--- config.mk ---
export PLATFORM = sky130hd
export DESIGN_NAME = cit_timing_decoder
export DESIGN_NICKNAME = d
export VERILOG_FILES = /design/src/cit_pkg.sv /design/src/cit_list_count.sv /design/src/cit_timing_decoder.sv
export SDC_FILE = /design/constraint.sdc
export NUM_CORES = 1
export LEC_CHECK = 0
export ABC_AREA = 1
export ABC_CLOCK_PERIOD_IN_PS = 2100
export BUFFER_PORTS_ARGS = -buffer_cell sky130_fd_sc_hd__buf_2
export CAP_MARGIN = 20
export CORE_ASPECT_RATIO = 0.6
export CORE_MARGIN = 1.5
export CORE_UTILIZATION = 50
export DETAILED_ROUTE_END_ITERATION = 8
export PLACE_DENSITY = 0.87
export SLEW_MARGIN = 10
export SYNTH_ARGS = -nofsm -noshare
export SYNTH_HDL_FRONTEND = slang
export SYNTH_SLANG_ARGS = --single-unit
--- constraint.sdc ---
create_clock -name clk_sys_i -period 2.1 [get_ports clk_sys_i]
set_clock_uncertainty 0.2 [all_clocks]
set_input_delay 0.105 -clock clk_sys_i [delete_from_list [all_inputs] [get_ports clk_sys_i]]
set_output_delay 0.105 -clock clk_sys_i [all_outputs]
set_load 0.02 [all_outputs]
--- src/cit_pkg.sv ---
// constants and types shared by the instruction timing decoder
package cit_pkg;

	// ========================================================
	// widths and field positions
	localparam int CIT_HW_W     = 16;
	localparam int CIT_LIST_W   = 8;
	localparam int CIT_CNT_W    = 4;
	localparam int CIT_LR_PC_B  = 8;
	localparam int CIT_LOAD_B   = 11;

	// ========================================================
	// cycle counts, zero wait-state memory
	localparam logic [3:0] CIT_CYC_NONE      = 4'h0;
	localparam logic [3:0] CIT_CYC_ONE       = 4'h1;
	localparam logic [3:0] CIT_CYC_BUS       = 4'h2;
	localparam logic [3:0] CIT_CYC_IOP       = 4'h1;
	localparam logic [3:0] CIT_CYC_BR_TAKEN  = 4'h2;
	localparam logic [3:0] CIT_CYC_BR_NOT    = 4'h1;
	localparam logic [3:0] CIT_CYC_BRANCH    = 4'h2;
	localparam logic [3:0] CIT_CYC_CALL      = 4'h3;
	localparam logic [3:0] CIT_CYC_EXCH      = 4'h2;
	localparam logic [3:0] CIT_CYC_PC_WRITE  = 4'h2;
	localparam logic [3:0] CIT_CYC_SYS       = 4'h3;
	localparam logic [3:0] CIT_CYC_SLEEP     = 4'h2;
	localparam logic [3:0] CIT_CYC_LIST_BASE = 4'h1;
	localparam logic [3:0] CIT_CYC_RET_BASE  = 4'h3;
	localparam logic [3:0] CIT_CYC_TRAP_END  = 4'h1;

	// ========================================================
	// instruction classes and sequencer states
	typedef enum logic [3:0] {
		CIT_C_ALU,
		CIT_C_MEM,
		CIT_C_LIST,
		CIT_C_POP_PC,
		CIT_C_BCOND,
		CIT_C_BRANCH,
		CIT_C_CALL,
		CIT_C_EXCH,
		CIT_C_PC_WRITE,
		CIT_C_SYS,
		CIT_C_SLEEP,
		CIT_C_TRAP,
		CIT_C_UNDEF
	} cit_class_e;

	typedef enum logic [1:0] {
		CIT_S_IDLE,
		CIT_S_EXEC,
		CIT_S_TRAP,
		CIT_S_SLEEP
	} cit_state_e;

endpackage

--- src/cit_list_count.sv ---
// population count of a register list
`timescale 1ns/1ps

module cit_list_count #(
	parameter int WIDTH = 9,
	parameter int OUT_W = 4
) (
	// list in
	input  wire logic [WIDTH-1:0] bits_i,
	// count out
	output logic      [OUT_W-1:0] count_o
);

	// ========================================================
	// elaboration check
	if ((1 << OUT_W) <= WIDTH)
	begin : g_chk
		$error("cit_list_count: OUT_W too narrow for WIDTH");
	end

	// ========================================================
	// count
	always_comb
	begin
		count_o = '0;
		for (int i = 0; i < WIDTH; i++)
		begin
			count_o = count_o + OUT_W'(bits_i[i]);
		end
	end

endmodule // cit_list_count

--- src/cit_timing_decoder.sv ---
// instruction decoder and execution-cycle sequencer of the core
`timescale 1ns/1ps
//
// Contract
// (RULE_01) counts hold for zero wait-state memory; wait states stretch them
// (RULE_02) accept the 16-bit set except zero-branches and predicate block
// (RULE_03) 32-bit set is call, three barriers, special register read/write
// (RULE_04) single load/store: two cycles on bus, one on I/O port
// (RULE_05) conditional branch: two cycles taken, one not taken
// (RULE_06) multi load/store and plain push/pop: one plus list length
// (RULE_07) push with link one plus N; pop with return three plus N
// (RULE_08) branch two, call three, register branch exchange two
// (RULE_09) moves, arithmetic, logic, shifts, extend, reverse, multiply: one
// (RULE_10) stack or pc relative address and stack adjust: one cycle
// (RULE_11) barriers and special register read/write take three cycles
// (RULE_12) sleep instructions cost two cycles, sleep time excluded
// (RULE_13) trap instructions last until the trap handling reports done
// (RULE_14) any other encoding raises a fault and is not executed

module cit_timing_decoder
	import cit_pkg::*;
#(
	parameter int LIST_W = CIT_LIST_W
) (
	// clock and reset
	input  wire logic                 clk_sys_i,
	input  wire logic                 rst_i,
	// instruction in
	input  wire logic                 instr_valid_i,
	input  wire logic [31:0]          instr_i,
	// execution context
	input  wire logic                 cond_pass_i,
	input  wire logic                 addr_iop_i,
	input  wire logic                 mem_wait_i,
	input  wire logic                 trap_done_i,
	input  wire logic                 wake_i,
	// status out
	output logic                      ready_o,
	output logic                      busy_o,
	output logic                      done_o,
	output logic [CIT_CNT_W-1:0]      cycles_o,
	output logic                      fault_o,
	output logic                      trap_o,
	output logic                      sleep_o
);

	// ========================================================
	// elaboration check
	if (LIST_W != CIT_LIST_W)
	begin : g_chk
		$error("cit_timing_decoder: register list is fixed at 8 bits");
	end

	// ========================================================
	// declarations
	logic [CIT_HW_W-1:0]  hw1;
	logic [CIT_HW_W-1:0]  hw2;
	logic                 is32;
	logic                 lr_pc_bit;
	logic [CIT_CNT_W-1:0] list_n;
	cit_class_e           dec_class;
	logic [CIT_CNT_W-1:0] dec_cnt;
	logic                 taken;
	cit_state_e           state;
	cit_state_e           next_state;
	logic [CIT_CNT_W-1:0] remain;
	logic [CIT_CNT_W-1:0] next_remain;
	logic                 sleep_pend;
	logic                 next_sleep_pend;
	logic [CIT_CNT_W-1:0] exec_cnt;

	assign hw1 = instr_i[15:0];
	assign hw2 = instr_i[31:16];
	assign is32 = (hw1[15:13] == 3'h7) && (hw1[12:11] != 2'h0);
	// only push/pop carry the link/pc bit in the list
	assign lr_pc_bit = (hw1[15:12] == 4'hB) && hw1[CIT_LR_PC_B];

	cit_list_count #(
		.WIDTH (LIST_W + 1),
		.OUT_W (CIT_CNT_W)
	) u_list_count (
		.bits_i  ({lr_pc_bit, hw1[LIST_W-1:0]}),
		.count_o (list_n)
	);

	// ========================================================
	// decode
	always_comb
	begin
		dec_class = CIT_C_UNDEF;
		if (is32)
		begin
			if (hw1[15:11] == 5'h1E && hw2[15:14] == 2'h3 && hw2[12])
				dec_class = CIT_C_CALL; // RULE_03
			else if (hw1[15:11] == 5'h1E && hw2[15:14] == 2'h2 && !hw2[12])
			begin
				if (hw1[10:5] == 6'h1C || hw1[10:4] == 7'h3E)
					dec_class = CIT_C_SYS; // RULE_03
				else if (hw1[10:4] == 7'h3B && hw2[7:4] >= 4'h4
						&& hw2[7:4] <= 4'h6)
					dec_class = CIT_C_SYS; // RULE_03
			end
		end
		else
		begin
			casez (hw1[15:8])
				8'b000?????, 8'b001?????, 8'b010000??:
					dec_class = CIT_C_ALU; // RULE_09
				8'b010001??:
				begin
					if (hw1[9:8] == 2'h3)
						dec_class = CIT_C_EXCH; // RULE_08
					else if (hw1[9:8] != 2'h1 && {hw1[7], hw1[2:0]} == 4'hF)
						dec_class = CIT_C_PC_WRITE;
					else
						dec_class = CIT_C_ALU; // RULE_09
				end
				8'b01001???, 8'b0101????, 8'b011?????, 8'b100?????:
					dec_class = CIT_C_MEM; // RULE_04
				8'b1010????, 8'b10110000:
					dec_class = CIT_C_ALU; // RULE_10
				8'b1011?0?1:
					dec_class = CIT_C_UNDEF; // RULE_02
				8'b10110010:
					dec_class = CIT_C_ALU; // RULE_09
				8'b1011?10?:
					dec_class = (hw1[CIT_LOAD_B] && hw1[CIT_LR_PC_B]) ?
						CIT_C_POP_PC : CIT_C_LIST; // RULE_06 RULE_07
				8'b10111010:
				begin
					if (hw1[7:6] != 2'h2)
						dec_class = CIT_C_ALU; // RULE_09
				end
				8'b10110110:
				begin
					if (hw1[7:5] == 3'h3 && hw1[3:0] == 4'h2)
						dec_class = CIT_C_ALU;
				end
				8'b10111110:
					dec_class = CIT_C_TRAP; // RULE_13
				8'b10111111:
				begin
					// nonzero mask is the predicate block, not supported
					if (hw1[3:0] == 4'h0)
					begin
						if (hw1[7:4] == 4'h2 || hw1[7:4] == 4'h3)
							dec_class = CIT_C_SLEEP; // RULE_12
						else
							dec_class = CIT_C_ALU;
					end
				end
				8'b1100????:
					dec_class = CIT_C_LIST; // RULE_06
				8'b1101????:
				begin
					if (hw1[11:8] == 4'hF)
						dec_class = CIT_C_TRAP; // RULE_13
					else if (hw1[11:8] != 4'hE)
						dec_class = CIT_C_BCOND; // RULE_05
				end
				8'b11100???:
					dec_class = CIT_C_BRANCH; // RULE_08
				default:
					dec_class = CIT_C_UNDEF; // RULE_14
			endcase
		end
	end

	// ========================================================
	// cycle count per class
	always_comb
	begin
		case (dec_class)
			CIT_C_ALU:      dec_cnt = CIT_CYC_ONE; // RULE_09 RULE_10
			CIT_C_MEM:      dec_cnt = addr_iop_i ? CIT_CYC_IOP
				: CIT_CYC_BUS; // RULE_04
			CIT_C_LIST:     dec_cnt = CIT_CYC_LIST_BASE + list_n; // RULE_06
			CIT_C_POP_PC:   dec_cnt = CIT_CYC_RET_BASE + list_n; // RULE_07
			CIT_C_BCOND:    dec_cnt = cond_pass_i ? CIT_CYC_BR_TAKEN
				: CIT_CYC_BR_NOT; // RULE_05
			CIT_C_BRANCH:   dec_cnt = CIT_CYC_BRANCH; // RULE_08
			CIT_C_CALL:     dec_cnt = CIT_CYC_CALL; // RULE_08
			CIT_C_EXCH:     dec_cnt = CIT_CYC_EXCH; // RULE_08
			CIT_C_PC_WRITE: dec_cnt = CIT_CYC_PC_WRITE;
			CIT_C_SYS:      dec_cnt = CIT_CYC_SYS; // RULE_11
			CIT_C_SLEEP:    dec_cnt = CIT_CYC_SLEEP; // RULE_12
			default:        dec_cnt = CIT_CYC_NONE;
		endcase
	end

	// ========================================================
	// sequencer
	// a wait state freezes issue and execution count, as the memory holds the core
	assign taken = instr_valid_i && ready_o && !mem_wait_i;

	always_comb
	begin
		next_state = state;
		next_remain = remain;
		next_sleep_pend = sleep_pend;
		if (taken)
		begin
			next_sleep_pend = (dec_class == CIT_C_SLEEP);
			if (dec_class == CIT_C_UNDEF)
				next_state = CIT_S_IDLE; // RULE_14
			else if (dec_class == CIT_C_TRAP)
				next_state = CIT_S_TRAP; // RULE_13
			else
			begin
				next_state = CIT_S_EXEC;
				next_remain = dec_cnt;
			end
		end
		else
		begin
			case (state)
				CIT_S_EXEC:
				begin
					if (!mem_wait_i) // RULE_01
					begin
						if (remain == CIT_CYC_ONE)
							next_state = sleep_pend ? CIT_S_SLEEP
								: CIT_S_IDLE; // RULE_12
						else
							next_remain = remain - CIT_CYC_ONE;
					end
				end
				CIT_S_TRAP:
				begin
					if (trap_done_i) // RULE_13
					begin
						next_state = CIT_S_EXEC;
						next_remain = CIT_CYC_TRAP_END;
					end
				end
				CIT_S_SLEEP:
				begin
					if (wake_i)
					begin
						next_state = CIT_S_IDLE;
						next_sleep_pend = 1'b0;
					end
				end
				default:
					next_state = CIT_S_IDLE;
			endcase
		end
	end

	always_ff @(posedge clk_sys_i or posedge rst_i)
	begin
		if (rst_i)
		begin
			state <= CIT_S_IDLE;
			remain <= CIT_CYC_NONE;
			sleep_pend <= 1'b0;
		end
		else
		begin
			state <= next_state;
			remain <= next_remain;
			sleep_pend <= next_sleep_pend;
		end
	end

	// ========================================================
	// registered status
	always_ff @(posedge clk_sys_i or posedge rst_i)
	begin
		if (rst_i)
		begin
			ready_o <= 1'b1;
			busy_o <= 1'b0;
			done_o <= 1'b0;
			trap_o <= 1'b0;
			sleep_o <= 1'b0;
		end
		else
		begin
			ready_o <= (next_state == CIT_S_IDLE)
				|| (next_state == CIT_S_EXEC
				&& next_remain == CIT_CYC_ONE && !next_sleep_pend);
			busy_o <= (next_state == CIT_S_EXEC)
				|| (next_state == CIT_S_TRAP);
			done_o <= (next_state == CIT_S_EXEC)
				&& (next_remain == CIT_CYC_ONE);
			trap_o <= (next_state == CIT_S_TRAP);
			sleep_o <= (next_state == CIT_S_SLEEP);
		end
	end

	always_ff @(posedge clk_sys_i or posedge rst_i)
	begin
		if (rst_i)
		begin
			cycles_o <= CIT_CYC_NONE;
			fault_o <= 1'b0;
		end
		else
		begin
			if (taken)
				cycles_o <= dec_cnt;
			fault_o <= taken && (dec_class == CIT_C_UNDEF); // RULE_14
		end
	end

	always_ff @(posedge clk_sys_i or posedge rst_i)
	begin
		if (rst_i)
			exec_cnt <= CIT_CYC_NONE;
		else if (taken)
			exec_cnt <= CIT_CYC_NONE;
		else if (busy_o && !mem_wait_i)
			exec_cnt <= exec_cnt + CIT_CYC_ONE;
	end
endmodule // cit_timing_decoder

* Yosys cells after proc, flatten, opt, wreduce, memory -nomap -nowiden
Cells that the tools add are included.
W data, S select, Z words.
** Word-level totals
- Register bits after elaboration :: 17
- Input bits :: 40
- Output and inout port bits :: 10
** Operators by class
- $add $sub $neg :: 11
- Order comparisons :: 2
- Eq/ne operators :: 56
- Mux-type cells :: 37
- Reduce and logical (&&, ||, !) cells :: 32
** Operators with widths (count)
- $mux W4 :: 16
- $eq A8 B8 Y1 const B :: 6
- $eq A4 B4 Y1 const B :: 11
- $pmux W4 S11 :: 1
- $add A4 B1 Y4 :: 7
- $pmux W4 S7 :: 1
- $eq A4 B2 Y1 const B :: 5
- $eq A4 B3 Y1 const B :: 5
- $mux W2 :: 10
- $eq A6 B5 Y1 const B :: 3
- $logic_and A1 B1 Y1 :: 16
- $eq A2 B2 Y1 const B :: 7
- $eq A7 B6 Y1 const B :: 2
- $eq A4 B1 Y1 const B :: 3
- $eq A5 B5 Y1 const B :: 2
- $mux W3 :: 3
- $logic_not A4 Y1 :: 2
- $pmux W4 S2 :: 1
- $reduce_or A4 Y1 :: 2
- $eq A3 B2 Y1 const B :: 2
- $eq A3 B3 Y1 const B :: 2
- $eq A6 B6 Y1 const B :: 1
- $pmux W2 S3 :: 1
- $reduce_or A6 Y1 :: 1
- other kinds (19) :: 28

* Depth between registers and ports, before layout
- Word-level depth :: 18
- Mapped depth :: 23

* By module
From an unflattened synthesis, not the netlist that was laid out.
** Second synthesis, totals
- Cells, all modules :: 361
- Area, all modules :: 2195.9 µm²
** By module, submodules not included
- cit_timing_decoder :: instances 1, cells each 330, area an instance 1979.4 µm²
- cit_list_count :: instances 1, cells each 31, area an instance 216.5 µm²

* Least setup slack after synthesis
Ideal clock, no wire load.
- Path kind :: input-to-reg
- Start point :: input instr_i[0]
- End point :: register ready_o
- Data arrival time :: 3.753 ns
- Slack :: -1.913 ns
- Stages on the path :: 21
- Path buffers :: 0
- Cells stage by stage :: inv_1 -> ha_1 -> inv_1 -> fa_1 -> fa_1 -> fa_1 -> inv_1 -> ha_1 -> fa_1 -> inv_1 -> fa_1 -> xor2_1 -> nand4_1 -> nand2_1 -> nand2_1 -> nand2_2 -> nor2_2 -> nand2_1 -> nor2_2 -> nand2_1 -> nand2_1
** Between the ends
- Cells in the longest elaborated chain, start to end :: 17
- Elaborated cells between the ends (all ways) :: 51
** Ends and longest elaborated chain
- from (decl) :: line cit_timing_decoder.sv:30 : input wire logic [31:0] instr_i,
- $add A1 B1 Y2 :: line cit_list_count.sv:28 : count_o = count_o + OUT_W'(bits_i[i]);
- $add A4 B1 Y4 (7 in series) :: line cit_list_count.sv:28
- $add A2 B4 Y4 or $add A1 B4 Y4 (tied branches) :: line cit_timing_decoder.sv:178, cit_timing_decoder.sv:177
- $pmux W4 S7 :: line cit_timing_decoder.sv:173 : case (dec_class)
- $mux W4 :: line cit_timing_decoder.sv:206 : else if (dec_class == CIT_C_TRAP)
- $mux W4 (*) :: line cit_timing_decoder.sv:204 : if (dec_class == CIT_C_UNDEF)
- $mux W4 (*) :: line cit_timing_decoder.sv:201 : if (taken)
- named net next_remain[2] :: line cit_timing_decoder.sv:67 : logic [CIT_CNT_W-1:0] next_remain;
- $eq A4 B1 Y1 (*) :: line cit_timing_decoder.sv:282 : && next_remain == CIT_CYC_ONE && !next_sleep_pend);
- $logic_and A1 B1 Y1 (*) (2 in series) :: line cit_timing_decoder.sv:282
- $logic_or A1 B1 Y1 (*) :: line cit_timing_decoder.sv:281 : || (next_state == CIT_S_EXEC
- to (signal assigned) :: line cit_timing_decoder.sv:280 : ready_o <= (next_state == CIT_S_IDLE)
- to (decl) :: line cit_timing_decoder.sv:38 : output logic ready_o,
Mark *: on every way through the listed nets, which the timed path passes. The rest lies on a longest branch.
A chain may end at the register's enable or synchronous reset.

* Worst setup path after layout
- Start point :: input instr_i[0]
- End point :: register ready_o
** Between the ends
- Cells in the longest elaborated chain, start to end :: 17
- Elaborated cells between the ends (all ways) :: 51
** Ends and longest elaborated chain (line)
- $add A1 B1 Y2 :: cit_list_count.sv:28
- $add A4 B1 Y4 (7 in series) :: cit_list_count.sv:28
- $add A2 B4 Y4 or $add A1 B4 Y4 (tied branches) :: cit_timing_decoder.sv:178, cit_timing_decoder.sv:177
- $pmux W4 S7 :: cit_timing_decoder.sv:173
- $mux W4 :: cit_timing_decoder.sv:206
- $mux W4 :: cit_timing_decoder.sv:204
- $mux W4 :: cit_timing_decoder.sv:201
- $eq A4 B1 Y1 :: cit_timing_decoder.sv:282
- $logic_and A1 B1 Y1 (2 in series) :: cit_timing_decoder.sv:282
- $logic_or A1 B1 Y1 (*) :: cit_timing_decoder.sv:281
Mark *: on every way between the ends. The rest lies on a longest branch, timed or not.

==> summary.txt <==
Run status
  • Status: finished with violations
  • Failing checks: design-rule violations, negative setup slack

Global route
  • M3 GR Usage: 0.0813
  • Initial antenna violation count: 0
  • Total gr overflow: 0
  • Met1 Use GR: 0.492
  • GRT Overall Usage: 0.378
  • Global-route wire length before repair: 13200 um
  • Largest net degree at the start of global routing: 18
  • GRT busiest layer: met2
  • Met2 usage: 0.624
  • Vias in the first global route: 2820

Routing
  • Vias: 3310
  • Final ANT Viol Nets: 0
  • Drt initial violations: 656
  • Routed vias/inst: 6.04
  • Drt total wl: 10300 um
  • WL/cell: 18.7 um
  • DR DRC count: 24
  • TritonRoute pass-1 iters: 9

Place
  • Detailed placer's ending HPWL: 5650 um
  • I/O Buffers: 40
  • RePlAce Congestion: 0.999
  • Pre-CTS setup slack: -2.35 ns

Worst setup path
  • Slowest cell on the critical path: fa_1
  • WP data arrival: 4.29 ns
  • Critical Path Max Stage Delay: 0.54 ns
  • CP delay by family, top: adder cells
  • Setup crit start kind: input pin
  • Crit path capture type: flip-flop
  • Max FO, Critical Path: 2
  • CP dominant cell by count: fa_1
  • Worst path bufs/invs: 4
  • CP required: 2.10 ns
  • WS Path Type: input pin to flip-flop
  • Cell Chain, Critical Path: buf_12, inv_12, ha_4, inv_2, fa_1, fa_1, fa_1, inv_2, ha_4, fa_1, ha_1, a21oi_1, nor2_1, xor2_1, nor2_1, nand4_1, nand4_1, nor2_2, nand2_1, nor2_2, nand2_1, nand2_1

Floorplanning
  • Site Rows: 18
  • Core area: 0.00412 mm^2
  • Die Area: 0.00471 mm^2
  • Starting density of the core: 0.521
  • DIE WIDTH: 87.6 um
  • Chip height: 53.7 um
  • # IOs: 50

Clock network
  • CTS buffer count: 3
  • CTS tree: done
  • Clock-pin slew on the worst setup and hold paths: 0.09 ns
  • Clock Latency Late Sink: 0.27 ns
  • Clk root buf: clkbuf_8
  • Max clock buf depth: 2
  • Clock sink count: 17
  • H-tree levels: 1

Synth
  • Synthesized Nets: 410
  • Async SR Flop Fraction: 1.00
  • Cell Area, Synth: 0.00215 mm^2
  • Sequential area share after synthesis: 0.199
  • Synth Warn #: 0
  • Synth Flop Type: dfrtp_1
  • Syn Area/Cell: 6.22 um^2
  • Synth cell types: 30
  • Syn Inst Count: 345
  • Number of synthesized flops with an enable pin: 0
  • Flops & latches, synth: 17

Job
  • Max Cap Violations: 0

Pwr
  • P per Cell Area: 500 mW/mm^2
  • Maximum VDD drop: 0.391 mV
  • Tot Pwr: 1.75 mW
  • Leak Pwr: 1.97 nW

Timing
  • TNS Setup: -19.12 ns
  • Final WS setup: -2.18 ns
  • Pins Over Slew Limit: 0
  • Max transition margin: 0.504
  • Worst-Margin Slew: 0.744 ns
  • Period utilisation layout: 2.04
  • Final setup violation count: 15
  • RSZ-0062 raised after global routing: yes
  • Final Hold Vio Count: 0
  • Fmax achieved: 233 MHz
  • Fin crit period: 4.28 ns

Finish
  • Util after Layout: 0.849
  • Leading cell type in the layout, fill and taps excluded: buf_4
  • Fillcell total: 216
  • Layout cells sized above 1: 0.412
  • Most frequent cells in the layout: buf_4 (82), nand2_1 (79), inv_1 (52)
  • # diodes: 0
  • Area Overhead vs Synth: 63.1%
  • Final nets: 554

Min path
  • Hold crit path type: input pin to flip-flop
final cells by class:
type / count / area [um^2] / share of cell area
multi-input combinational: 262 / 1640 / 0.469
timing repair buffer: 141 / 1050 / 0.301
sequential: 17 / 427 / 0.122
inverter: 64 / 260 / 0.0743
tap: 60 / 75.1 / 0.0214
clock buffer: 3 / 41.3 / 0.0118
clock inverter: 1 / 5.00 / 0.00143
sequential cells by signal, summed over array words and instances, names as in the netlist:
name        flops
fault_o         1
ready_o         1
sleep_pend      1
cycles_o        4
sleep_o         1
trap_o          1
state           2
remain          4
done_o          1
busy_o          1
power breakdown:
part	internal (mW)	total [mW]	switching (mW)
clock	0.133	0.278	0.145
combinational	0.482	1.08	0.601
sequential	0.361	0.389	0.0275
worst paths after layout:
| check | slack [ns] | cells past startpoint | from | endpoint |
|---|---|---|---|---|
| hold / removal | 0.03 | 4 | wake_i | sleep_pend$_DFF_PP0_ |
| setup reg to reg | -0.65 | 13 | remain[1]$_DFF_PP0_ | ready_o$_DFF_PP1_ |
| setup / recovery | -2.18 | 22 | instr_i[0] | ready_o$_DFF_PP1_ |
| min in group asynchronous | 0.29 | 3 | rst_i | trap_o$_DFF_PP0_ |
| max in group asynchronous | 0.93 | 3 | rst_i | remain[0]$_DFF_PP0_ |
| hold reg to reg | 0.36 | 2 | cycles_o[3]$_DFFE_PP0P_ | cycles_o[3]$_DFFE_PP0P_ |
per-stage QoR:
step / hold slack [ns] / cell area, um^2 / cells
after floorplan: -0.170 / 2190 / 345
after global placement: 0.00747 / 2990 / 515
after detailed placement: 0.0228 / 2990 / 515
after CTS: 0.00698 / 3360 / 543
after global routing: 0.0364 / 3500 / 548
final: 0.0315 / 3500 / 548
tightest hold or removal path, stage by stage:
cell and delay [ns]:
buf_2 0.09, nand2_1 0.05, nand3_1 0.07, o21ai_0 0.12
Yosys cell counts, types with 2 or more instances:
master,instances,area (um^2)
inv_2,2,7.51
nand2_2,8,50.1
nand3_1,30,150
ha_1,19,238
inv_1,62,233
nor4_1,4,25.0
nor3_1,2,10.0
o211ai_1,2,15.0
a31oi_1,3,18.8
nor2_1,55,206
nand4_1,12,75.1
nand2_1,85,319
dfrtp_1,16,400
a21oi_1,9,45.0
o21ai_0,12,60.1
xor2_1,4,35.0
fa_1,6,120
nor2_2,2,12.5
cell families (layout without fill, tap and decap cells):
kind of cell,Yosys count,after routing,synth area share
simple gates,204,204,0.426
flops,17,17,0.199
fa+ha+maj,25,25,0.167
buf+inv,66,209,0.119
compound gates,29,29,0.0735
xor+xnor,4,4,0.0163
layer usage:
metal	routed length, um	share of wire
met5	0	0
met1	3680	0.36
met4	992	0.097
met2	4110	0.40
met3	1480	0.14
what timing repair did:
action,CTS,global route
resized for setup,39,29
hold endpoints to repair,17,0
pin swaps,38,23
setup buffers,27,12
endpoints found under the setup margin,13,15
hold buffers,2,0
No activity file was read; power rests on OpenSTA's default activity.
